<file path="config.mk">
export PLATFORM = sky130hd
export DESIGN_NAME = tweep_target
export DESIGN_NICKNAME = d
export VERILOG_FILES = /design/src/hdl/tweep_pkg.sv /design/src/hdl/tweep_target.sv
export VERILOG_INCLUDE_DIRS = /design/src /design/src/hdl
export SDC_FILE = /design/constraint.sdc
export NUM_CORES = 2
export LEC_CHECK = 0
export BUFFER_PORTS_ARGS = -buffer_cell sky130_fd_sc_hd__buf_2
export CELL_PAD_IN_SITES_DETAIL_PLACEMENT = 0
export CELL_PAD_IN_SITES_GLOBAL_PLACEMENT = 2
export CORE_MARGIN = 5
export CORE_UTILIZATION = 30
export DETAILED_ROUTE_END_ITERATION = 8
export PLACE_DENSITY_LB_ADDON = 0.1
export RECOVER_POWER = 100
export SETUP_SLACK_MARGIN = 0.02
export SLEW_MARGIN = 20
export SYNTH_ARGS = -nofsm -noshare
export SYNTH_HDL_FRONTEND = slang
export SYNTH_SLANG_ARGS = --single-unit
</file>
<file path="constraint.sdc">
create_clock -name core_clk -period 3.3 [get_ports core_clk]
set_clock_uncertainty 0.15 [all_clocks]
set_input_delay 0.66 -clock core_clk [delete_from_list [all_inputs] [get_ports core_clk]]
set_output_delay 0.66 -clock core_clk [all_outputs]
set_load 0.03 [all_outputs]
</file>
<file path="src/hdl/tweep_defs.svh">
// Constants for the two-wire EEPROM target protocol block
`ifndef TWEEP_DEFS_SVH
`define TWEEP_DEFS_SVH
`define TWEEP_DEV_CODE 4'hA
`define TWEEP_CLK_PERIOD_NS 5
`define TWEEP_WR_TIME_MS 10
`define TWEEP_WR_CYCLES ((`TWEEP_WR_TIME_MS * 1000000) / `TWEEP_CLK_PERIOD_NS)
`define TWEEP_VAR_2K 2'h0
`define TWEEP_VAR_4K 2'h1
`define TWEEP_VAR_8K 2'h2
`endif

</file>
<file path="src/hdl/tweep_pkg.sv">
// Types for the two-wire EEPROM target protocol block
package tweep_pkg;
    typedef enum logic [2:0] {
        TWEEP_IDLE = 3'b000,
        TWEEP_DEVADR = 3'b001,
        TWEEP_WORDADR = 3'b010,
        TWEEP_WDATA = 3'b011,
        TWEEP_RDATA = 3'b100
    } tweep_state_t;
endpackage

</file>
<file path="src/hdl/tweep_target.sv">
// Two-wire EEPROM target protocol engine with internal array
`timescale 1ns/1ps
`include "tweep_defs.svh"
module tweep_target #(
    parameter logic [1:0] VARIANT = `TWEEP_VAR_2K,
    parameter int WR_CYCLES = `TWEEP_WR_CYCLES
) (
    // Clock and reset
    input wire logic core_clk,
    input wire logic arst_n,
    // Two-wire link
    input wire logic scl_in,
    input wire logic sda_in,
    output logic sda_out,
    output logic sda_oe,
    // Hard-wired select pins
    input wire logic select_pin_high,
    input wire logic select_pin_mid,
    input wire logic select_pin_low,
    // Status
    output logic busy
);
    localparam int AW = (VARIANT == `TWEEP_VAR_2K) ? 8 : (VARIANT == `TWEEP_VAR_4K) ? 9 : 10;
    localparam int PB = (VARIANT == `TWEEP_VAR_2K) ? 3 : 4;
    localparam int PAGE = 1 << PB;
    localparam int DEPTH = 1 << AW;

    // ==========================================================
    // Synchronisers and edge detection
    logic [1:0] scl_sync, sda_sync;
    logic scl_d, sda_d;
    // Straps are pins as well; sampled twice before the match logic reads them
    logic [2:0] sel_meta, sel_pins;
    always_ff @(posedge core_clk or negedge arst_n) begin
        if (!arst_n) begin
            scl_sync <= 2'h3;
            sda_sync <= 2'h3;
            scl_d <= 1'b1;
            sda_d <= 1'b1;
            sel_meta <= 3'h0;
            sel_pins <= 3'h0;
        end else begin
            scl_sync <= {scl_sync[0], scl_in};
            sda_sync <= {sda_sync[0], sda_in};
            scl_d <= scl_sync[1];
            sda_d <= sda_sync[1];
            sel_meta <= {select_pin_high, select_pin_mid, select_pin_low};
            sel_pins <= sel_meta;
        end
    end
    wire scl_s = scl_sync[1];
    wire sda_s = sda_sync[1];
    wire scl_rise = scl_s && !scl_d;
    wire scl_fall = !scl_s && scl_d;
    wire start_det = scl_s && scl_d && sda_d && !sda_s;
    wire stop_det = scl_s && scl_d && !sda_d && sda_s;

    // ==========================================================
    // Address match per size variant
    function automatic logic dev_match(input logic [7:0] w);
        logic ok;
        ok = (w[7:4] == `TWEEP_DEV_CODE);
        ok = ok && (w[3] == sel_pins[2]);
        if (VARIANT != `TWEEP_VAR_8K)
            ok = ok && (w[2] == sel_pins[1]);
        if (VARIANT == `TWEEP_VAR_2K)
            ok = ok && (w[1] == sel_pins[0]);
        return ok;
    endfunction

    // ==========================================================
    // Protocol state
    tweep_pkg::tweep_state_t state;
    logic [3:0] bitcnt;
    logic [7:0] shreg;
    logic ack_phase;
    logic [AW-1:0] addr;
    logic [7:0] mem [DEPTH];
    logic [31:0] wr_cnt;
    logic [1:0] page_bits;

    always_comb begin
        page_bits = 2'h0;
        if (VARIANT == `TWEEP_VAR_8K)
            page_bits = shreg[2:1];
        else if (VARIANT == `TWEEP_VAR_4K)
            page_bits = {1'b0, shreg[1]};
    end

    wire byte_done = scl_rise && !ack_phase && (bitcnt == 4'h7);
    wire [7:0] rx_byte = {shreg[6:0], sda_s};
    wire [AW-1:0] wr_next = {addr[AW-1:PB], addr[PB-1:0] + 1'b1};
    wire [AW-1:0] rd_next = addr + 1'b1;

    always_ff @(posedge core_clk or negedge arst_n) begin
        if (!arst_n) begin
            state <= tweep_pkg::TWEEP_IDLE;
            bitcnt <= 4'h0;
            shreg <= 8'h00;
            ack_phase <= 1'b0;
        end else if (busy) begin
            state <= tweep_pkg::TWEEP_IDLE;
        end else if (start_det) begin
            state <= tweep_pkg::TWEEP_DEVADR;
            bitcnt <= 4'h0;
            ack_phase <= 1'b0;
        end else if (stop_det) begin
            state <= tweep_pkg::TWEEP_IDLE;
        end else if (state != tweep_pkg::TWEEP_IDLE) begin
            if (state == tweep_pkg::TWEEP_RDATA) begin
                if (scl_rise && ack_phase && sda_s)
                    state <= tweep_pkg::TWEEP_IDLE;
                if (scl_fall && ack_phase) begin
                    ack_phase <= 1'b0;
                    bitcnt <= 4'h0;
                    shreg <= mem[addr];
                end else if (scl_fall && !ack_phase) begin
                    if (bitcnt == 4'h8) begin
                        ack_phase <= 1'b1;
                    end
                end else if (scl_rise && !ack_phase) begin
                    bitcnt <= bitcnt + 4'h1;
                    shreg <= {shreg[6:0], 1'b1};
                end
            end else if (byte_done) begin
                shreg <= rx_byte;
                bitcnt <= 4'h8;
            end else if (scl_rise && !ack_phase) begin
                shreg <= rx_byte;
                bitcnt <= bitcnt + 4'h1;
            end else if (scl_fall && bitcnt == 4'h8 && !ack_phase) begin
                if (state == tweep_pkg::TWEEP_DEVADR && !dev_match(shreg))
                    state <= tweep_pkg::TWEEP_IDLE;
                else
                    ack_phase <= 1'b1;
            end else if (scl_fall && ack_phase) begin
                ack_phase <= 1'b0;
                bitcnt <= 4'h0;
                if (state == tweep_pkg::TWEEP_DEVADR) begin
                    if (shreg[0]) begin
                        state <= tweep_pkg::TWEEP_RDATA;
                        shreg <= mem[addr];
                    end else begin
                        state <= tweep_pkg::TWEEP_WORDADR;
                    end
                end else if (state == tweep_pkg::TWEEP_WORDADR) begin
                    state <= tweep_pkg::TWEEP_WDATA;
                end
            end
        end
    end

    // ==========================================================
    // Address counter and page buffer
    logic [7:0] pbuf [PAGE];
    logic [PAGE-1:0] pvalid;
    logic [AW-1:0] page_base;
    logic [1:0] dev_page;

    always_ff @(posedge core_clk or negedge arst_n) begin
        if (!arst_n) begin
            addr <= '0;
            pvalid <= '0;
            page_base <= '0;
            dev_page <= 2'h0;
        end else if (!busy) begin
            if (state == tweep_pkg::TWEEP_DEVADR && scl_fall && bitcnt == 4'h8 && !ack_phase
                && dev_match(shreg)) begin
                dev_page <= page_bits;
                if (AW > 8)
                    addr <= AW'({page_bits, addr[7:0]});
            end
            if (state == tweep_pkg::TWEEP_WORDADR && byte_done) begin
                addr <= AW'({dev_page, rx_byte});
                page_base <= AW'({dev_page, rx_byte});
                pvalid <= '0;
            end
            if (state == tweep_pkg::TWEEP_WDATA && byte_done) begin
                pbuf[addr[PB-1:0]] <= rx_byte;
                pvalid[addr[PB-1:0]] <= 1'b1;
                addr <= wr_next;
            end
            // Advance once the byte is out, so a NACKed last byte still counts
            if (state == tweep_pkg::TWEEP_RDATA && scl_fall && !ack_phase && bitcnt == 4'h8)
                addr <= rd_next;
        end
    end

    // ==========================================================
    // Self-timed write cycle; array committed at its start
    always_ff @(posedge core_clk) begin
        if (!busy && stop_det && state == tweep_pkg::TWEEP_WDATA) begin
            for (int i = 0; i < PAGE; i++) begin
                if (pvalid[i])
                    mem[{page_base[AW-1:PB], PB'(i)}] <= pbuf[i];
            end
        end
    end

    always_ff @(posedge core_clk or negedge arst_n) begin
        if (!arst_n) begin
            busy <= 1'b0;
            wr_cnt <= 32'h0;
        end else if (busy) begin
            if (wr_cnt == 32'(WR_CYCLES - 1)) begin
                busy <= 1'b0;
                wr_cnt <= 32'h0;
            end else begin
                wr_cnt <= wr_cnt + 32'h1;
            end
        end else if (stop_det && state == tweep_pkg::TWEEP_WDATA && |pvalid) begin
            busy <= 1'b1;
        end
    end

    // ==========================================================
    // Open-drain SDA; low only on ack or zero data bit
    always_ff @(posedge core_clk or negedge arst_n) begin
        if (!arst_n) begin
            sda_oe <= 1'b0;
            sda_out <= 1'b0;
        end else begin
            sda_out <= 1'b0;
            if (busy || start_det || stop_det)
                sda_oe <= 1'b0;
            else if (scl_fall) begin
                if (state == tweep_pkg::TWEEP_RDATA) begin
                    if (ack_phase)
                        sda_oe <= 1'b0;
                    else if (bitcnt == 4'h8)
                        sda_oe <= 1'b0;
                    else
                        sda_oe <= !shreg[7];
                end else if (bitcnt == 4'h8 && !ack_phase && state != tweep_pkg::TWEEP_IDLE
                    && (state != tweep_pkg::TWEEP_DEVADR || dev_match(shreg))) begin
                    sda_oe <= 1'b1;
                end else begin
                    sda_oe <= 1'b0;
                end
            end
            if (state == tweep_pkg::TWEEP_RDATA && scl_fall && ack_phase)
                sda_oe <= !mem[addr][7];
            if (state == tweep_pkg::TWEEP_DEVADR && scl_fall && ack_phase && shreg[0])
                sda_oe <= !mem[addr][7];
        end
    end

    // ==========================================================
    // Checks
    property p_ack_after_match;
        @(posedge core_clk) disable iff (!arst_n)
        (!busy && state == tweep_pkg::TWEEP_DEVADR && scl_fall && bitcnt == 4'h8
         && !ack_phase && dev_match(shreg) && !start_det && !stop_det) |=> sda_oe;
    endproperty
    a_ack_after_match: assert property (p_ack_after_match) else $error("no ack on match");
    property p_no_ack_busy;
        @(posedge core_clk) disable iff (!arst_n) busy |=> !sda_oe || !busy;
    endproperty
    a_no_ack_busy: assert property (p_no_ack_busy) else $error("drive while busy");
    property p_start_state;
        @(posedge core_clk) disable iff (!arst_n)
        (start_det && !busy) |=> state == tweep_pkg::TWEEP_DEVADR;
    endproperty
    a_start_state: assert property (p_start_state) else $error("start missed");
    property p_stop_idle;
        @(posedge core_clk) disable iff (!arst_n) stop_det |=> state == tweep_pkg::TWEEP_IDLE;
    endproperty
    a_stop_idle: assert property (p_stop_idle) else $error("stop missed");
    property p_drive_low;
        @(posedge core_clk) disable iff (!arst_n) sda_out == 1'b0;
    endproperty
    a_drive_low: assert property (p_drive_low) else $error("sda driven high");
    property p_page_wrap;
        @(posedge core_clk) disable iff (!arst_n)
        (!busy && state == tweep_pkg::TWEEP_WDATA && byte_done)
        |=> addr[AW-1:PB] == $past(addr[AW-1:PB]);
    endproperty
    a_page_wrap: assert property (p_page_wrap) else $error("page row changed");
    property p_busy_len;
        @(posedge core_clk) disable iff (!arst_n) $rose(busy) |-> busy [*8];
    endproperty
    a_busy_len: assert property (p_busy_len) else $error("write cycle short");
    property p_mismatch_idle;
        @(posedge core_clk) disable iff (!arst_n)
        (!busy && state == tweep_pkg::TWEEP_DEVADR && scl_fall && bitcnt == 4'h8
         && !ack_phase && !dev_match(shreg) && !start_det && !stop_det)
        |=> state == tweep_pkg::TWEEP_IDLE;
    endproperty
    a_mismatch_idle: assert property (p_mismatch_idle) else $error("mismatch kept");
    property p_read_advance;
        @(posedge core_clk) disable iff (!arst_n)
        (!busy && state == tweep_pkg::TWEEP_RDATA && scl_fall && !ack_phase && bitcnt == 4'h8)
        |=> addr == $past(addr) + 1'b1;
    endproperty
    a_read_advance: assert property (p_read_advance) else $error("read counter stuck");
    c_read: cover property (@(posedge core_clk) state == tweep_pkg::TWEEP_RDATA);
    c_write: cover property (@(posedge core_clk) $rose(busy));
    c_wordadr: cover property (@(posedge core_clk) state == tweep_pkg::TWEEP_WORDADR);
endmodule // tweep_target

</file>
; ---- Yosys cells after proc, flatten, opt, wreduce, memory -nomap -nowiden
; Memory sizes are Yosys's and may differ from the RTL's.
; Cells that the tools add are included.
; W data, S select, Z words.
[classes]
reduce_logical = 72
order_cmp = 2
n_div = 0
addsub = 4
shift = 0
muxes = 116
eq_ne = 29
multipliers = 0
bitwise = 4
[op_table]
columns = operator, count
row1 = $mux W8, 16
row2 = $mux W1, 73
row3 = $mux W4, 11
row4 = $mux W3, 14
row5 = $logic_and A1 B1 Y1, 38
row6 = $add A32 B1 Y32 const B, 1
row7 = $eq A32 B21 Y1 const B, 1
row8 = $mux W32, 1
row9 = $reduce_bool A4 Y1, 6
row10 = $reduce_and A9 Y1, 2
row11 = $ne A4 B4 Y1 const B, 4
row12 = $ne A5 B4 Y1 const B, 3
row13 = $reduce_and A7 Y1, 2
row14 = $reduce_and A10 Y1, 1
row15 = $logic_not A1 Y1, 9
row16 = $reduce_bool A3 Y1, 3
row17 = $add A8 B1 Y8 const B, 1
row18 = $eq A4 B4 Y1 const B, 2
row19 = $ne A4 B3 Y1 const B, 2
row20 = $or A8 B8 Y8, 1
row21 = $reduce_or A8 Y1, 1
row22 = $reduce_bool A7 Y1, 1
row23 = $eq A3 B2 Y1 const B, 2
row24 = $ne A3 B2 Y1 const B, 2
row25 = 21 further kinds, 30
[totals]
ff_bits = 86
input_bits = 7
romBits = 0
ramBits = 2112
elab_cells = 247
latchBits = 0
out_inout_bits = 3
n_memories = 2
[mem_list]
columns = name, words, word_bits, read_ports, rd_clocked_by_memory_dff, wr, line_no
row1 = mem, 256, 8, 1, 0, 8, tweep_target.sv:78  ; logic [7:0] mem [DEPTH];
row2 = pbuf, 8, 8, 8, 0, 1, tweep_target.sv:155  ; logic [7:0] pbuf [PAGE];

; ---- Longest topological paths before layout
[logic_depth]
ltp_word = 32
ltp_mapped = 14
mapped_depth_nobuf = 10

; ---- Worst setup path before layout
; OpenSTA, ideal clock, no wires.
[synth_path]
path_kind = register -> register
start = register scl_sync[1]
end = memory pbuf[0][0] (enable)
setup_ns = 0.383
period_less_slack_ns = 3.235
n_path_buf = 1
t_required_ns = 2.767
setup_slack_ns = 0.065
stages_incl_launch_ff = 7
arrival_time_ns = 2.702
path_cell_list = dfstp_2 > buf_2 > or3b_2 > or3_1 > nor4_1 > nand2_1 > nor3_1
[synth_via]
elab_chain_len = 8
[synth_rtl]
columns = item, line_no
row1 = from (decl), tweep_target.sv:30  ; logic [1:0] scl_sync, sda_sync;
row2 = from (signal assigned), tweep_target.sv:43  ; scl_sync <= {scl_sync[0], scl_in};
row3 = $logic_and A1 B1 Y1, tweep_target.sv:53  ; wire scl_rise = scl_s && !scl_d;
row4 = $logic_and A1 B1 Y1 (2 in a row), tweep_target.sv:90  ; wire byte_done = scl_rise && !ack_phase && (bitcnt == 4'h7);
row5 = $logic_and A1 B1 Y1, tweep_target.sv:178  ; if (state == tweep_pkg::TWEEP_WDATA && byte_done) begin
row6 = $mux W1, tweep_target.sv:178
row7 = $mux W1, tweep_target.sv:166  ; end else if (!busy) begin
row8 = $logic_and A1 B1 Y1 (not written as such), tweep_target.sv:179  ; pbuf[addr[PB-1:0]] <= rx_byte;
row9 = $mux W1 (not written as such), tweep_target.sv:179
row10 = to (decl), tweep_target.sv:155
; Every way passes these cells.

; ---- Worst setup path in the final report
[layout_path]
start = register addr[2]
end = register shreg[6]
[layout_via]
elab_chain_len = 8
word_cells_on_any_way = 9
cone_classes = mux: 8 / memory: 1
[layout_rtl]
columns = item, line_no
row1 = from (decl), tweep_target.sv:77  ; logic [AW-1:0] addr;
row2 = from (signal assigned), tweep_target.sv:171  ; addr <= AW'({page_bits, addr[7:0]});
row3 = from (signal assigned), tweep_target.sv:174  ; addr <= AW'({dev_page, rx_byte});
row4 = from (signal assigned), tweep_target.sv:181  ; addr <= wr_next;
row5 = $mem_v2 Z256 W8 (*), --
row6 = $mux W8, tweep_target.sv:140  ; if (shreg[0]) begin
row7 = $mux W8, tweep_target.sv:139  ; if (state == tweep_pkg::TWEEP_DEVADR) begin
row8 = $mux W8, tweep_target.sv:136  ; end else if (scl_fall && ack_phase) begin
row9 = $mux W8, tweep_target.sv:131  ; end else if (scl_fall && bitcnt == 4'h8 && !ack_phase) begin
row10 = $mux W8, tweep_target.sv:128  ; end else if (scl_rise && !ack_phase) begin
row11 = $mux W8, tweep_target.sv:125  ; end else if (byte_done) begin
row12 = $mux W8 (*), tweep_target.sv:110  ; if (state == tweep_pkg::TWEEP_RDATA) begin
row13 = to (signal assigned), tweep_target.sv:116  ; shreg <= mem[addr];
row14 = to (signal assigned), tweep_target.sv:126  ; shreg <= rx_byte;
row15 = to (signal assigned), tweep_target.sv:129  ; shreg <= rx_byte;
row16 = to (decl), tweep_target.sv:75  ; logic [7:0] shreg;
; Mark *: on every way between the ends. The rest lies on a longest branch, timed or not. The select of a mux whose other input is x is not followed.
; A chain may end at the register's enable or synchronous reset.

==> results.md <==
* Status: finished, violations left
* Failing checks: max-capacitance violations, max-slew violations, negative setup slack
* Synth area leaders: edfxtp_1, mux2i_1, mux2_2
* Sequential fraction of the synthesis area at 76.0%
* Crit-path max cell delay at between 0.4 and 0.5 ns
* Worst Setup Path Type: reg -> reg
* Worst Hold Slack at 0.201 ns
* Clock share of power at a little under half
* Routability cong. at 0.890
* Total Power at 59.6 mW
* CTS Buffer Depth at 4
* CP bufs+invs at 6
* Pwr dens at 544 nW/um^2
* Synth async-reset ratio at roughly 3.8%
* Syn. warnings at 0
* CP top delay family: buffers and inverters
* Worst-Margin Slew at 3.00 ns
* CTS tree: done
* Final Hold Fails at 0
* Routed Antenna Nets at 0
* CP Cell Sequence: buf_12, buf_12, buf_4, buf_4, nand2b_1, buf_8, o2bb2ai_1, a221o_1, o211ai_1, nand4_1, buf_4, a31o_2, o211ai_1, a21oi_1
* Flop pwr share at ~51%
* Num CTS Buffers at around 260
* Ys flop type: edfxtp_1
* CP Launch Type: register
* DR WL/cell at 46.6 microns
* Syn_nets at 5,159
* Top cell types by occurrence after synthesis: edfxtp_1, nor2_1, nand2_1, a221oi_1, a21oi_1
* Vias per cell at just under 6
* Max_cap viols at 84
* First-pass detailed-route iteration total at 6
* First-pass GRT wire length at ~620 mm
* Area Overhead vs Synth at 27.2%
* Global Route Usage Sum at approximately a third
* Core ar. at 285,000 sq um
* Max-slew violation count at around 1,700
* Max Freq at ~280 MHz
* Fraction of layout cells with a size suffix above 1 at around 29%
* CP dominant cell by count: buf_4
* Ports at 10
* Standby leakage power at around 36 nW
* H-Tree Depth at 5
* Endpoint type of the worst setup path: register
* Final Util at about two fifths
* Slowest CP cell: dfrtp_4
* FF-to-FF path depth at 14
* Initial antenna violation count at 102
* Leading area contributor after synthesis: edfxtp_1
* Sw frac at 21.7%
* Synthesized cell area at ~86,000 sq um
* Synth top area share at between 70% and 80%
* Synth Area per Inst at 16.7 sq um
* DRC at 0
* Comb pwr share at ~1.1%
* DR vias at 62,200
* Internal at 46.7 mW
* Worst EP required at 3.92 ns
* Most frequent cell after synthesis: edfxtp_1
* Fin crit period at ~3.5 ns
* Die Area at 298,000 sq um
* Vias in the first global route at approximately 58,000
* PnR worst setup slack at -0.243 ns
* Seq cells post-synth at approximately 2,200
* Place WS at -0.955 ns
* Tightest Hold Check Type: reg -> reg
* Initial DRC count at 11,700
* Unique masters post-synth at 96
* Die height at between 500 and 600 microns
* RSZ-0062 raised after global routing: yes
* Final setup viols at between 80 and 90
* WP depth at 14
* DRT Wirelength at a little under 500 mm
* Die width at 546 microns
* Clk sinks at about 2,200
* Reg clk slew, reported paths at approximately 0.06 ns
* Mapped Cells at around 5,100
* Largest net degree at the start of global routing at 50
* Initial Util at 30.2%
* Maximum VDD drop at 409 uV
* PortBufs at 8
* Post-synth EDFFs at 2,112
* Switching power at about 13 mW
* Arrival @ worst endpoint at 4.17 ns
* Row count at slightly below 200
* Final Cycle Share at 107%
* Hold path depth at 0
* Clock Latency Late Sink at roughly 0.90 ns
* Critical-path maximum fanout at 7
* DP HPWL at slightly above 300 mm
* Slew margin rel. at -100%
* Root buffer cell: clkbuf_16
* GR Overflow Total at 0
* Fin nets at around 6,400
-- final timing paths --
kind	start	end	slack [ns]
setup / recovery	addr[2]$_DFFE_PN0P_	shreg[6]$_DFFE_PN0P_	-0.24
hold / removal	sel_meta[1]$_DFF_PN0_	sel_pins[1]$_DFF_PN0_	0.20
setup reg to reg	addr[2]$_DFFE_PN0P_	shreg[6]$_DFFE_PN0P_	-0.24
hold reg to reg	sel_meta[1]$_DFF_PN0_	sel_pins[1]$_DFF_PN0_	0.20
max in group asynchronous	arst_n	addr[2]$_DFFE_PN0P_	1.37
min in group asynchronous	arst_n	state[2]$_DFFE_PN0P_	0.67
-- final cells by class --
cell class              instances  area [sq um]
repair buffers               1344         11200
inverters                      14          81.3
flip-flops and latches       2195         65500
clock buffers                 334          7070
fillers                     27000        176000
diodes                         57           143
multi-input cells            2592         19700
well taps                    3762          4710
clock inverters               132          1140
-- stage by stage --
stage | instances | cell area [sq um] | TNS [ns]
5_1_grt | 10400 | 109000 | -17.22
4_1_cts | 10400 | 111000 | -0.437
6_report | 10400 | 110000 | -3.90
3_5_place_dp | 9792 | 100000 | -5.59
2_1_floorplan | 5148 | 86200 | 0
3_3_place_gp | 9789 | 100000 | -6.23
-- kinds of logic after synthesis --
group / synth area share (%)
simple gates: 4.53
compound gates: 10.0
buf+inv: 2.33
other cells: 0.00435
fa+ha+maj: 0.0581
flops: 76.0
mux: 6.70
xor+xnor: 0.325
-- power groups by stage --
stage	clock network (mW)	registers, mW	logic, mW
floorplan	0	30.9	0.208
global placement	0	30.9	0.600
detailed placement	0	30.9	0.598
CTS	28.9	30.4	0.639
global route	30.1	30.3	0.665
finish	28.6	30.4	0.631
-- flip-flops by register name, summed over array words and instances, names as in the netlist, 2 cells and up --
| signal | cells |
|---|---|
| wr_cnt | 32 |
| page_base | 5 |
| bitcnt | 4 |
| pvalid | 8 |
| sel_meta | 3 |
| mem | 2048 |
| sda_sync | 2 |
| sel_pins | 3 |
| scl_sync | 2 |
| addr | 8 |
| state | 3 |
| shreg | 8 |
| pbuf | 64 |
-- routing by layer --
layer,wire length (microns),GRT usage [%],up-vias
met4,23200,12.8,22
li1,-,-,23500
met3,50100,6.06,962
met1,194000,44.0,33100
met2,218000,48.8,4621
met5,141,0,-
-- layout by cell type (no fill, tap or decap), types with 31 or more instances in the layout --
| master | n |
|---|---|
| nand3_1 | 47 |
| buf_12 | 145 |
| clkbuf_16 | 274 |
| mux4_2 | 60 |
| a221oi_1 | 194 |
| a221oi_2 | 35 |
| clkinv_1 | 60 |
| clkinv_2 | 33 |
| buf_4 | 677 |
| dfrtp_1 | 70 |
| mux2_2 | 178 |
| buf_6 | 38 |
| mux2i_1 | 222 |
| edfxtp_1 | 2112 |
| a22o_1 | 50 |
| a221o_1 | 45 |
| clkbuf_1 | 224 |
| diode_2 | 57 |
| nand2_1 | 228 |
| clkbuf_2 | 231 |
| a21oi_1 | 218 |
| o2bb2ai_1 | 37 |
| o211ai_1 | 50 |
| o21ai_0 | 124 |
| nor2_1 | 454 |
| nand4_1 | 31 |
| a22oi_1 | 157 |
-- timing repair --
| action | CTS | global route |
|---|---|---|
| endpoints found under the setup margin | 9 | 10 |
| hold buffers | 6 | 0 |
| hold endpoints to repair | 82 | 0 |
| pin swaps | 77 | 43 |
| gates cloned | 7 | 2 |
| gates resized for setup | 234 | 39 |
| buffers inserted | 94 | 12 |
(Power assumes the default switching activity.)
